`src/usb_monitor_pkg.sv`:
```
// Shared constants and carrier types for the USB token and flag monitor
package usb_monitor_pkg;

   // Register byte offsets
   localparam logic [7:0] OFS_IF_CONTROL = 8'h04;
   localparam logic [7:0] OFS_DEVICE_ADDR = 8'h08;
   localparam logic [7:0] OFS_FLAGS = 8'h1C;
   localparam logic [7:0] OFS_STICKY = 8'h20;
   localparam logic [7:0] OFS_MASKS = 8'h24;
   localparam logic [7:0] OFS_FRAME = 8'h28;
   localparam logic [7:0] OFS_PID = 8'h2C;
   localparam logic [7:0] OFS_ENDPOINT = 8'h30;
   localparam logic [7:0] OFS_EP_SELECT = 8'h34;
   localparam logic [7:0] OFS_OTG_MASK = 8'h38;
   localparam logic [7:0] OFS_PWRSIG = 8'h3C;
   localparam logic [7:0] OFS_PHY_CONTROL = 8'h40;

   // Widths
   localparam int NUM_FLAGS = 7;
   localparam int FRAME_W = 11;
   localparam int PWRSIG_W = 9;
   localparam int IF_CONTROL_W = 8;

   // Flag bit positions
   localparam int FLAG_TOKEN = 6;
   localparam int FLAG_SE0 = 5;
   localparam int FLAG_K = 4;
   localparam int FLAG_J = 3;
   localparam int FLAG_CRC16 = 2;
   localparam int FLAG_RX_ACTIVE = 1;
   localparam int FLAG_RX_ERROR = 0;
   // Flags that track a level rather than latch an event
   localparam logic [6:0] LEVEL_FLAGS = 7'h3B;

   // Control field positions
   localparam int IFC_DECODER_EN = 2;
   localparam logic [7:0] IFC_WRITABLE = 8'hF7;
   localparam int PHY_PULLDOWN_DIS = 18;
   localparam int PHY_RESUME_RESET = 13;
   localparam int PHY_RESUME_K = 12;
   localparam int PHY_FILTER_LSB = 8;
   localparam int PHY_RESUME_CTRL = 7;
   localparam int PHY_CONF_LSB = 4;
   localparam int EP_VALID_BIT = 4;

   // Line state encodings
   localparam logic [1:0] LS_SE0 = 2'h0;
   localparam logic [1:0] LS_J = 2'h1;
   localparam logic [1:0] LS_K = 2'h2;

   // Receive-side signals from the transceiver and packet decoder
   typedef struct packed {
      logic [1:0] linestate;
      logic rx_active;
      logic rx_error;
      logic pid_valid;
      logic [3:0] pid;
      logic token_valid;
      logic token_crc5_ok;
      logic token_pid_ok;
      logic [6:0] token_addr;
      logic [3:0] token_endpoint;
      logic crc16_fail;
      logic sof_valid;
      logic [10:0] sof_frame;
   } utmi_rx_s;

   // Register port request
   typedef struct packed {
      logic wr;
      logic rd;
      logic [7:0] addr;
      logic [31:0] wdata;
   } reg_req_s;

endpackage

```
`src/line_state_delay.sv`:
```
// Holds back each line-state change for two to the power of a programmable count of clocks
`timescale 1ns/1ns
`default_nettype none
module line_state_delay #(
   parameter int WIDTH = 2,
   parameter int LOG_W = 4
) (
   input wire logic mclk_i,
   input wire logic nrst_i,
   input wire logic [WIDTH-1:0] raw_i,
   input wire logic [LOG_W-1:0] log2_i,
   output logic [WIDTH-1:0] filtered_o
);
   localparam int CNT_W = (1 << LOG_W) + 1;

   logic [WIDTH-1:0] candidate;
   logic [CNT_W-1:0] count;
   logic [CNT_W-1:0] limit;

   assign limit = CNT_W'((CNT_W'(1) << log2_i) - CNT_W'(1));

   // A new value restarts the wait, so glitches shorter than the window never pass
   always_ff @(posedge mclk_i) begin
      if (!nrst_i) begin
         candidate <= '0;
         count <= '0;
      end else if (raw_i != candidate) begin
         candidate <= raw_i;
         count <= '0;
      end else if (count != limit) begin
         count <= CNT_W'(count + CNT_W'(1));
      end
   end

   always_ff @(posedge mclk_i) begin
      if (!nrst_i) begin
         filtered_o <= '0;
      end else if (raw_i == candidate && count == limit) begin
         filtered_o <= candidate;
      end
   end

endmodule // line_state_delay
`default_nettype wire

```
`src/usb_token_flag_monitor.sv`:
```
// Line and token flag monitor with frame, packet id and endpoint capture
//
// What this block does
// - Non-sticky flags clear on next packet and track later source changes.
// - Sticky-selected flags hold until software writes one to that bit.
// - Token flag sets on token with good CRC5, good PID, matching address.
// - Bits 5, 4, 3 set on SE0, K and J line states.
// - Bit 2 sets when a data packet fails CRC16.
// - Bit 1 follows receive active, bit 0 follows receive error.
// - Each flag port is high when any flag selected by its mask is high.
// - Readable, writable eleven-bit frame counter split at bits 10:8 and 7:0.
// - Packet id of the latest packet captured read-only.
// - Latest endpoint captured read-only with valid bit 4.
// - Selected endpoints go out on the receive port ORed with 0x10.
// - PHY control bit 18 disables the port pull-downs.
// - Auto-resume sets bit 13 for SE0, bit 12 for K; writing zero clears.
// - Line-state changes propagate after two to the filter-field clocks.
// - Bit 7 hands resume to the suspend controller, else software polls.
// - PHY configuration pins driven from the three-bit configuration field.
// - Token address matching compares against the seven-bit device address.
// - Line-state flags only work while the decoder enable bit is set.
//
// Implementation choice: strobed register access.
`timescale 1ns/1ns
`default_nettype none
module usb_token_flag_monitor
   import usb_monitor_pkg::*;
#(
   parameter int FILTER_LOG_W = 4,
   parameter int NUM_ENDPOINTS = 16
) (
   input wire logic mclk_i,
   input wire logic nrst_i,
   input wire logic [7:0] addr_i,
   input wire logic [31:0] wdata_i,
   input wire logic wr_i,
   input wire logic rd_i,
   output logic [31:0] rdata_o,
   input wire utmi_rx_s rx_i,
   input wire logic auto_resume_reset_i,
   input wire logic auto_resume_k_i,
   output logic flag_port_a_o,
   output logic flag_port_b_o,
   output logic flag_port_c_o,
   output logic [4:0] rx_endpoint_o,
   output logic rx_endpoint_valid_o,
   output logic [1:0] linestate_filt_o,
   output logic resume_ctrl_en_o,
   output logic pulldown_disable_o,
   output logic [2:0] phy_config_pins_o
);

   ////////////////////////////////////////////////////////////////////////////
   // Registers

   reg_req_s req;
   logic [IF_CONTROL_W-1:0] if_control;
   logic [6:0] device_addr;
   logic [NUM_FLAGS-1:0] flags;
   logic [NUM_FLAGS-1:0] flag_hold_select;
   logic [31:0] flag_port_masks;
   logic [FRAME_W-1:0] frame_count;
   logic [3:0] last_pid_value;
   logic [3:0] last_endpoint_number;
   logic last_endpoint_valid;
   logic [NUM_ENDPOINTS-1:0] special_endpoint_bits;
   logic [31:0] otg_flag_mask;
   logic [PWRSIG_W-1:0] power_signalling;
   logic pulldown_disable;
   logic resume_reset_seen;
   logic resume_k_seen;
   logic [FILTER_LOG_W-1:0] linestate_filter_log2;
   logic resume_ctrl_en;
   logic [2:0] phy_config;

   logic rx_active_q;
   logic packet_start;
   logic token_ok;
   logic [1:0] ls_filt;
   logic [NUM_FLAGS-1:0] flag_src;
   logic [NUM_FLAGS-1:0] flag_w1c;
   logic [NUM_FLAGS-1:0] next_flags;
   logic [31:0] next_rdata;

   assign req = '{wr: wr_i, rd: rd_i, addr: addr_i, wdata: wdata_i};

   function automatic logic wr_hit(input reg_req_s r, input logic [7:0] ofs);
      return r.wr && r.addr == ofs;
   endfunction

   ////////////////////////////////////////////////////////////////////////////
   // Software-written control

   always_ff @(posedge mclk_i) begin
      if (!nrst_i) begin
         if_control <= '0;
         device_addr <= '0;
         flag_hold_select <= '0;
         flag_port_masks <= '0;
         special_endpoint_bits <= '0;
         otg_flag_mask <= '0;
         power_signalling <= '0;
      end else begin
         if (wr_hit(req, OFS_IF_CONTROL)) begin
            if_control <= req.wdata[IF_CONTROL_W-1:0] & IFC_WRITABLE;
         end
         if (wr_hit(req, OFS_DEVICE_ADDR)) begin
            device_addr <= req.wdata[6:0];
         end
         if (wr_hit(req, OFS_STICKY)) begin
            flag_hold_select <= req.wdata[NUM_FLAGS-1:0];
         end
         if (wr_hit(req, OFS_MASKS)) begin
            flag_port_masks <= req.wdata;
         end
         if (wr_hit(req, OFS_EP_SELECT)) begin
            special_endpoint_bits <= req.wdata[NUM_ENDPOINTS-1:0];
         end
         if (wr_hit(req, OFS_OTG_MASK)) begin
            otg_flag_mask <= req.wdata;
         end
         if (wr_hit(req, OFS_PWRSIG)) begin
            power_signalling <= req.wdata[PWRSIG_W-1:0];
         end
      end
   end

   always_ff @(posedge mclk_i) begin
      if (!nrst_i) begin
         pulldown_disable <= 1'b0;
         linestate_filter_log2 <= '0;
         resume_ctrl_en <= 1'b0;
         phy_config <= '0;
      end else if (wr_hit(req, OFS_PHY_CONTROL)) begin
         pulldown_disable <= req.wdata[PHY_PULLDOWN_DIS];
         linestate_filter_log2 <= req.wdata[PHY_FILTER_LSB +: FILTER_LOG_W];
         resume_ctrl_en <= req.wdata[PHY_RESUME_CTRL];
         phy_config <= req.wdata[PHY_CONF_LSB +: 3];
      end
   end

   // Hardware set beats a software write in the same cycle
   always_ff @(posedge mclk_i) begin
      if (!nrst_i) begin
         resume_reset_seen <= 1'b0;
         resume_k_seen <= 1'b0;
      end else begin
         if (auto_resume_reset_i) begin
            resume_reset_seen <= 1'b1;
         end else if (wr_hit(req, OFS_PHY_CONTROL)) begin
            resume_reset_seen <= req.wdata[PHY_RESUME_RESET];
         end
         if (auto_resume_k_i) begin
            resume_k_seen <= 1'b1;
         end else if (wr_hit(req, OFS_PHY_CONTROL)) begin
            resume_k_seen <= req.wdata[PHY_RESUME_K];
         end
      end
   end

   ////////////////////////////////////////////////////////////////////////////
   // Line state filter and flag sources

   line_state_delay #(
      .WIDTH(2),
      .LOG_W(FILTER_LOG_W)
   ) u_filter (
      .mclk_i(mclk_i),
      .nrst_i(nrst_i),
      .raw_i(rx_i.linestate),
      .log2_i(linestate_filter_log2),
      .filtered_o(ls_filt)
   );

   // A packet begins on the rising edge of receive active
   assign packet_start = rx_i.rx_active && !rx_active_q;

   assign token_ok = rx_i.token_valid && rx_i.token_crc5_ok && rx_i.token_pid_ok
                     && rx_i.token_addr == device_addr;

   always_comb begin
      flag_src = '0;
      flag_src[FLAG_TOKEN] = token_ok;
      flag_src[FLAG_SE0] = if_control[IFC_DECODER_EN] && ls_filt == LS_SE0;
      flag_src[FLAG_K] = if_control[IFC_DECODER_EN] && ls_filt == LS_K;
      flag_src[FLAG_J] = if_control[IFC_DECODER_EN] && ls_filt == LS_J;
      flag_src[FLAG_CRC16] = rx_i.crc16_fail;
      flag_src[FLAG_RX_ACTIVE] = rx_i.rx_active;
      flag_src[FLAG_RX_ERROR] = rx_i.rx_error;
   end

   assign flag_w1c = wr_hit(req, OFS_FLAGS) ? req.wdata[NUM_FLAGS-1:0] : '0;

   // Sources always win; held bits fall only to a write of one or, when
   // not sticky, to the next packet. Level flags that are not sticky
   // simply follow their source.
   assign next_flags = flag_src
                       | (flags & flag_hold_select & ~flag_w1c)
                       | (flags & ~flag_hold_select & ~LEVEL_FLAGS & ~flag_w1c
                          & ~{NUM_FLAGS{packet_start}});

   always_ff @(posedge mclk_i) begin
      if (!nrst_i) begin
         flags <= '0;
         rx_active_q <= 1'b0;
      end else begin
         flags <= next_flags;
         rx_active_q <= rx_i.rx_active;
      end
   end

   ////////////////////////////////////////////////////////////////////////////
   // Frame counter, packet id and endpoint capture

   // A software write in the same cycle as a frame start is overridden
   always_ff @(posedge mclk_i) begin
      if (!nrst_i) begin
         frame_count <= '0;
      end else if (rx_i.sof_valid) begin
         frame_count <= rx_i.sof_frame;
      end else if (wr_hit(req, OFS_FRAME)) begin
         frame_count <= req.wdata[FRAME_W-1:0];
      end
   end

   always_ff @(posedge mclk_i) begin
      if (!nrst_i) begin
         last_pid_value <= '0;
      end else if (rx_i.pid_valid) begin
         last_pid_value <= rx_i.pid;
      end
   end

   always_ff @(posedge mclk_i) begin
      if (!nrst_i) begin
         last_endpoint_number <= '0;
         last_endpoint_valid <= 1'b0;
         rx_endpoint_o <= '0;
         rx_endpoint_valid_o <= 1'b0;
      end else begin
         rx_endpoint_valid_o <= token_ok;
         if (token_ok) begin
            last_endpoint_number <= rx_i.token_endpoint;
            last_endpoint_valid <= 1'b1;
            rx_endpoint_o <= {special_endpoint_bits[rx_i.token_endpoint],
                              rx_i.token_endpoint};
         end
      end
   end

   ////////////////////////////////////////////////////////////////////////////
   // Pin outputs

   always_ff @(posedge mclk_i) begin
      if (!nrst_i) begin
         flag_port_a_o <= 1'b0;
         flag_port_b_o <= 1'b0;
         flag_port_c_o <= 1'b0;
      end else begin
         flag_port_a_o <= |(flags & flag_port_masks[6:0]);
         flag_port_b_o <= |(flags & flag_port_masks[14:8]);
         flag_port_c_o <= |(flags & flag_port_masks[22:16]);
      end
   end

   always_ff @(posedge mclk_i) begin
      if (!nrst_i) begin
         linestate_filt_o <= '0;
         resume_ctrl_en_o <= 1'b0;
         pulldown_disable_o <= 1'b0;
         phy_config_pins_o <= '0;
      end else begin
         linestate_filt_o <= ls_filt;
         resume_ctrl_en_o <= resume_ctrl_en;
         pulldown_disable_o <= pulldown_disable;
         phy_config_pins_o <= phy_config;
      end
   end

   ////////////////////////////////////////////////////////////////////////////
   // Read port: data stand in the cycle after the strobe, else zero

   always_comb begin
      next_rdata = '0;
      case (req.addr)
         OFS_IF_CONTROL: next_rdata[IF_CONTROL_W-1:0] = if_control;
         OFS_DEVICE_ADDR: next_rdata[6:0] = device_addr;
         OFS_FLAGS: next_rdata[NUM_FLAGS-1:0] = flags;
         OFS_STICKY: next_rdata[NUM_FLAGS-1:0] = flag_hold_select;
         OFS_MASKS: next_rdata = flag_port_masks;
         OFS_FRAME: next_rdata[FRAME_W-1:0] = frame_count;
         OFS_PID: next_rdata[3:0] = last_pid_value;
         OFS_ENDPOINT: next_rdata[EP_VALID_BIT:0] = {last_endpoint_valid,
                                                      last_endpoint_number};
         OFS_EP_SELECT: next_rdata[NUM_ENDPOINTS-1:0] = special_endpoint_bits;
         OFS_OTG_MASK: next_rdata = otg_flag_mask;
         OFS_PWRSIG: next_rdata[PWRSIG_W-1:0] = power_signalling;
         OFS_PHY_CONTROL: begin
            next_rdata[PHY_PULLDOWN_DIS] = pulldown_disable;
            next_rdata[PHY_RESUME_RESET] = resume_reset_seen;
            next_rdata[PHY_RESUME_K] = resume_k_seen;
            next_rdata[PHY_FILTER_LSB +: FILTER_LOG_W] = linestate_filter_log2;
            next_rdata[PHY_RESUME_CTRL] = resume_ctrl_en;
            next_rdata[PHY_CONF_LSB +: 3] = phy_config;
         end
         default: next_rdata = '0;
      endcase
   end

   always_ff @(posedge mclk_i) begin
      if (!nrst_i) begin
         rdata_o <= '0;
      end else if (req.rd) begin
         rdata_o <= next_rdata;
      end else begin
         rdata_o <= '0;
      end
   end
endmodule // usb_token_flag_monitor
`default_nettype wire

```
`config.mk`:
```
export PLATFORM = sky130hd
export DESIGN_NAME = usb_token_flag_monitor
export DESIGN_NICKNAME = d
export VERILOG_FILES = /design/src/usb_monitor_pkg.sv /design/src/line_state_delay.sv /design/src/usb_token_flag_monitor.sv
export SDC_FILE = /design/constraint.sdc
export NUM_CORES = 1
export LEC_CHECK = 0
export ABC_AREA = 1
export BUFFER_PORTS_ARGS = -buffer_cell sky130_fd_sc_hd__buf_2
export CORE_MARGIN = 4
export CORE_UTILIZATION = 62
export CTS_CLUSTER_DIAMETER = 40
export DETAILED_ROUTE_END_ITERATION = 16
export GPL_TIMING_DRIVEN = 0
export PLACE_DENSITY_LB_ADDON = 0.08
export SLEW_MARGIN = 25
export SYNTH_ARGS = -nofsm -noshare
export SYNTH_HDL_FRONTEND = slang
export SYNTH_SLANG_ARGS = --single-unit
```
`constraint.sdc`:
```
create_clock -name mclk_i -period 7 [get_ports mclk_i]
set_clock_uncertainty 0.05 [all_clocks]
set_input_delay 0 -clock mclk_i [delete_from_list [all_inputs] [get_ports mclk_i]]
set_output_delay 0 -clock mclk_i [all_outputs]
set_load 0.1 [all_outputs]
```
Word-level counts from Yosys, hierarchy flattened:

Cells that the tools add are included.

* latch bits: 0
* memory bits (read-only): 0
* memory bits (writable): 0
* memories: 0
* input port bits: 82
* word-level logic and storage cells: 117
* flip-flop bits (word level): 218

* shift-type cells: 1
* order comparisons: 1
* bitwise gates (word level): 14
* reduce and logical (&&, ||, !) cells: 28
* $add $sub $neg: 2
* divide/modulo/power cells: 0
* multiply operators: 0
* equality and inequality tests: 19
* mux-type cells: 20

Operators by type and width (count)
* $eq 8x6->1 const B: 8
* $and 7x7->7: 8
* $pmux 4 s11: 1
* $pmux 13 s2: 1
* $mux 11: 2
* $not 7->7: 3
* $reduce_or 7->1: 3
* $pmux 2 s10: 1
* $logic_and 1x1->1: 18
* $add 17x1->17 const B: 1
* $eq 17x17->1: 1
* $ne 17x17->1: 1
* $shl 1x4->17 const A: 1
* $sub 17x2->17 const B: 1
* $or 7x7->7: 2
* $pmux 3 s4: 1
* $pmux 1 s11: 1
* $pmux 2 s5: 1
* $eq 8x3->1 const B: 1
* $eq 8x4->1 const B: 1
* $eq 8x5->1 const B: 1
* $eq 8x7->1 const B: 1
* $eq 7x7->1: 1
* $mux 7: 1
* other kinds (18): 24

Longest topological paths before layout:

* depth after elaboration: 7
* depth in mapped cells: 18

Modules after synthesis:

A second synthesis with hierarchy kept.

* cells, all modules: 1503
* area, all modules: 10349.9 um^2

Modules (own cells, without submodules)
* usb_token_flag_monitor: times used 1, seq. area each 3863.7 um^2, cells an instance 1176, area each 8446.9 um^2
* line_state_delay: times used 1, seq. area each 420.4 um^2, cells an instance 327, area each 1903.1 um^2

Least setup slack after synthesis:

OpenSTA, ideal clock, no wires.

* path kind: reg2reg
* start: register linestate_filter_log2[2]
* end: register u_filter.filtered_o[0]
* required time: 6.837 ns
* clock period less this slack: 2.263 ns
* slack: 4.737 ns
* stages on the path, launching flop included: 15
* arrival: 2.100 ns
* path buffers: 2
* cell sequence: dfxtp_1 -> buf_6 -> nor2_4 -> nand2_1 -> ha_1 -> buf_2 -> nand3_2 -> xor2_2 -> nand2_1 -> nor2_1 -> nand2_1 -> nor2_4 -> nand2_1 -> o21ai_1 -> inv_1

* longest elaborated chain between the ends: 4

RTL lines
* start, declared: RTL line usb_token_flag_monitor.sv:72 `logic [FILTER_LOG_W-1:0] linestate_filter_log2;`
* start signal, assigned: RTL line usb_token_flag_monitor.sv:136 `linestate_filter_log2 <= req.wdata[PHY_FILTER_LSB +: FILTER_LOG_W];`
* $shl 1x4->17: RTL line line_state_delay.sv:20 `assign limit = CNT_W'((CNT_W'(1) << log2_i) - CNT_W'(1));`
* $sub 17x2->17: RTL line line_state_delay.sv:20
* $eq 17x17->1: RTL line line_state_delay.sv:38 `end else if (raw_i == candidate && count == limit) begin`
* $logic_and 1x1->1: RTL line line_state_delay.sv:38
* end signal, assigned: RTL line line_state_delay.sv:39 `filtered_o <= candidate;`
* end, declared: RTL line line_state_delay.sv:12 `output logic [WIDTH-1:0] filtered_o`

No other way between the ends.
A chain may end at the register's enable or synchronous reset.

Final worst setup path:

* start: input addr_i[0]
* end: register flags[0]

* longest elaborated chain between the ends: 7
* elaborated cells between the ends (all ways): 9

RTL lines
* start, declared: RTL line usb_token_flag_monitor.sv:34 `input wire logic [7:0] addr_i,`
* $eq 8x5->1 *: RTL line usb_token_flag_monitor.sv:88 `return r.wr && r.addr == ofs;`
* $logic_and 1x1->1 *: RTL line usb_token_flag_monitor.sv:88
* $mux 7 *: RTL line usb_token_flag_monitor.sv:192 `assign flag_w1c = wr_hit(req, OFS_FLAGS) ? req.wdata[NUM_FLAGS-1:0] : '0;`
* $not 7->7 *: RTL line usb_token_flag_monitor.sv:198, usb_token_flag_monitor.sv:199
* $and 7x7->7, on equally long branches: RTL line usb_token_flag_monitor.sv:198, usb_token_flag_monitor.sv:199
* $or 7x7->7 / $and 7x7->7 (equally long branches): RTL line usb_token_flag_monitor.sv:198, usb_token_flag_monitor.sv:200
* $or 7x7->7 *: RTL line usb_token_flag_monitor.sv:199 `| (flags & ~flag_hold_select & ~LEVEL_FLAGS & ~flag_w1c`
* end signal, assigned: RTL line usb_token_flag_monitor.sv:207 `flags <= next_flags;`
* end, declared: RTL line usb_token_flag_monitor.sv:59 `logic [NUM_FLAGS-1:0] flags;`

Mark *: on every way between the ends. The rest lies on a longest branch, timed or not.

==> results.cfg <==
[outcome]
status = finished clean

[clock_network]
cts_num_sinks = 214
cts_setup_buffers = 0
clk_pin_slew_ps = 60
cts_hold_buf = 88
cts_buffer_depth = 3
ctsResizeCount = 0
cts_tree = done
clk-insertion-delay-late_ps = 540
cts-buffers-inserted = 29
htreeDepth = 1
root_buffer = clkbuf_16

[timing]
rsz0062_at_grt = false
slew_viol_final = 0
fin_setup_tns_ps = 0
worst_pin_slew_ps = 981
fin_crit_sh_pct = 48.0
finalSetupViolCount = 0
finalHoldViolations = 0
relSlewSlack_pct = 34.6
worst_hold_slack_ps = 27.1
fmax_mhz = 297
period_needed_ps = 3360

[worst_setup_path]
cp.arrival_ps = 3710
worstPathRequired_ps = 7350
criticalPathCategory = in2reg
cp_cell_sequence = dlygate4sd3_1, buf_2, nor2_1, dlygate4sd3_1, inv_1, nor3_2, nand2_1, nor2_1, a21oi_1, nor2_1, dlygate4sd3_1, nor2_1
slowest_delay_ps = 630
startpoint_type = input port
worstPathMaxFanout = 7
crit_path_frequent_cell = nor2_1
end_kind = register
critPathSlowestCell = dlygate4sd3_1

[power_and_ir_drop]
ir_worst_vdd_mv = 0.254
p_per_area_nw_per_um2 = 241
total_leakage_power_nw = 5.28

[logic_synthesis]
async_reset_ff_share_pct = 0
postSynthAreaPerCell_um2 = 7.12
ys_warn_count = 0
ys_seq_elements = 214
synth-edff-count = 0
yosysUniqueCellTypes = 45
ys_seq_area_share_pct = 44.0
syn-num-nets = 1451
synth_area_um2 = 9730
synthCells = 1367
yosys_most_used_dff = dfxtp_1

[run]
maxCapViolCount = 0

[route]
drt_iter0_drc = 1694
drt_drc_violations_left = 0
drt_first_pass_iters = 6
routed_via_density = 6.14
num_vias = 11300
postRouteAntennaNets = 0
wl_per_cell_um = 20.4
drt_wl_total_um = 37600

[place]
portBuffers = 125
gp_routability_congestion = 0.990
place_area_um2 = 10600
place_hpwl_um = 24400

[finish]
seq_area_um2 = 4280
multi_input_area_um2 = 4540
final_area_um2 = 12500
area_growth_pct = 28.8
final_common_cell = nand2_1
n_fill_cell = 1026
nets = 1695
fin_util_pct = 81.8
final_cell_mix = 290 x nand2_1, 214 x dfxtp_1, 172 x a21oi_1
final_layout_size_suffix_gt1_share_pct = 14.5

[die]
core-area_um2 = 15300
rows = 45
start_util_pct = 63.5
die-height_um = 133
io_pins = 130
die-area_um2 = 17800
fp.dieW_um = 133

[hold_path]
min_path_type = in2reg

[global_routing]
grt_max_degree = 14
grt_overflow = 0
antenna_found_initial = 0
grt_usage_pct = 40.8
grt_pass1_wl_um = 58000
grt_pass1_vias = 10900
-- kinds of logic after synthesis --
logic type | after synthesis | share of synthesized area (%)
compound gates | 357 | 19.9
xor+xnor | 19 | 1.79
fa+ha+maj | 2 | 0.257
buf+inv | 228 | 9.28
flops | 214 | 44.0
simple gates | 547 | 24.7
-- flip-flops by register name, indices dropped and copies added, names as in the netlist, 2 cells and up --
signal,count
u_filter.candidate,2
u_filter.count,17
frame_count,11
phy_config_pins_o,3
flag_hold_select,7
linestate_filt_o,2
flag_port_masks,32
linestate_filter_log2,4
special_endpoint_bits,16
u_filter.filtered_o,2
if_control,7
rdata_o,32
power_signalling,9
rx_endpoint_o,5
device_addr,7
flags,7
phy_config,3
last_pid_value,4
otg_flag_mask,32
-- synth_stat cells (2+ instances only) --
master     number  area share (%)
or2_2           4            0.26
a221oi_1       10            0.90
nor2_4          5            0.58
nor4_1          4            0.26
a211oi_1        6            0.46
ha_1            2            0.26
nor2_1         90             3.5
o2111ai_1       3            0.27
buf_2          11            0.57
buf_6           2            0.23
dfxtp_1       214              44
o221ai_1        2            0.18
a41oi_1         2            0.18
buf_1           3            0.12
o22ai_1        21             1.4
nand2_1       290              11
nand3b_1        2            0.15
o211ai_1        5            0.39
nand2_2         6            0.39
nor3_2          3            0.31
clkinv_1        2           0.077
a21oi_1       172             8.8
buf_4           5            0.39
clkbuf_1       46             1.8
o21ai_1         3            0.15
nor3_1         15            0.77
xnor2_1         5            0.45
nand4_1        15            0.96
o21ai_0       115             5.9
a31oi_1        13            0.84
inv_2           7            0.27
nand3_2         5            0.51
xor2_1         13             1.2
nand3_1        98             5.0
nor2_2          7            0.45
inv_1         152             5.9
-- power breakdown --
part           switching (mW)  leakage (nW)  internal, mW  total (mW)
logic                   0.136          3.06        0.0795       0.215
registers             0.00896          1.73          1.23        1.24
clock network           0.594         0.490         0.973        1.57
total                   0.739          5.28          2.28        3.02
-- final timing paths --
kind	slack (ps)	to	cells past startpoint	from
max	3640	flags[0]	12	addr_i[0]
min	30	if_control[7]	7	addr_i[3]
max reg2reg	4200	u_filter.filtered_o[0]	14	linestate_filter_log2[2]
min reg2reg	400	power_signalling[8]	2	power_signalling[8]
-- worst max-delay path, delay by kind of cell --
kind,cells,cell delay [ps]
and+or+nand+nor,6,1600
AOI/OAI and AO/OA,1,180
buffers and inverters,5,1930
-- metrics by stage --
stage          cells  power (mW)  setup WS, ps
2_1_floorplan   1367        1.35          4740
3_3_place_gp    1703        1.42          4270
3_5_place_dp    1703        1.43          4260
4_1_cts         1843        2.99          3910
5_1_grt         1843        3.07          3550
6_report        1844        3.02          3640
-- per-layer routing --
| layer | vias to the layer above | track usage [%] | wire (um) |
|---|---|---|---|
| li1 | 5028 | - | - |
| met3 | 225 | 10.2 | 4630 |
| met1 | 5159 | 51.4 | 13800 |
| met2 | 916 | 65.6 | 16700 |
| met5 | - | 0 | 25 |
| met4 | 2 | 19.8 | 2350 |
-- area by class of cell --
cell class	count	share of cell area (%)
clock buffers	32	6.04
clock inverters	20	2.15
well taps	211	2.11
inverters	161	4.82
plain buffers	67	2.39
diodes	1	0.0200
flip-flops and latches	214	34.2
multi-input cells	925	36.3
repair buffers	213	12.0
No activity file was read; power rests on OpenSTA's default activity.
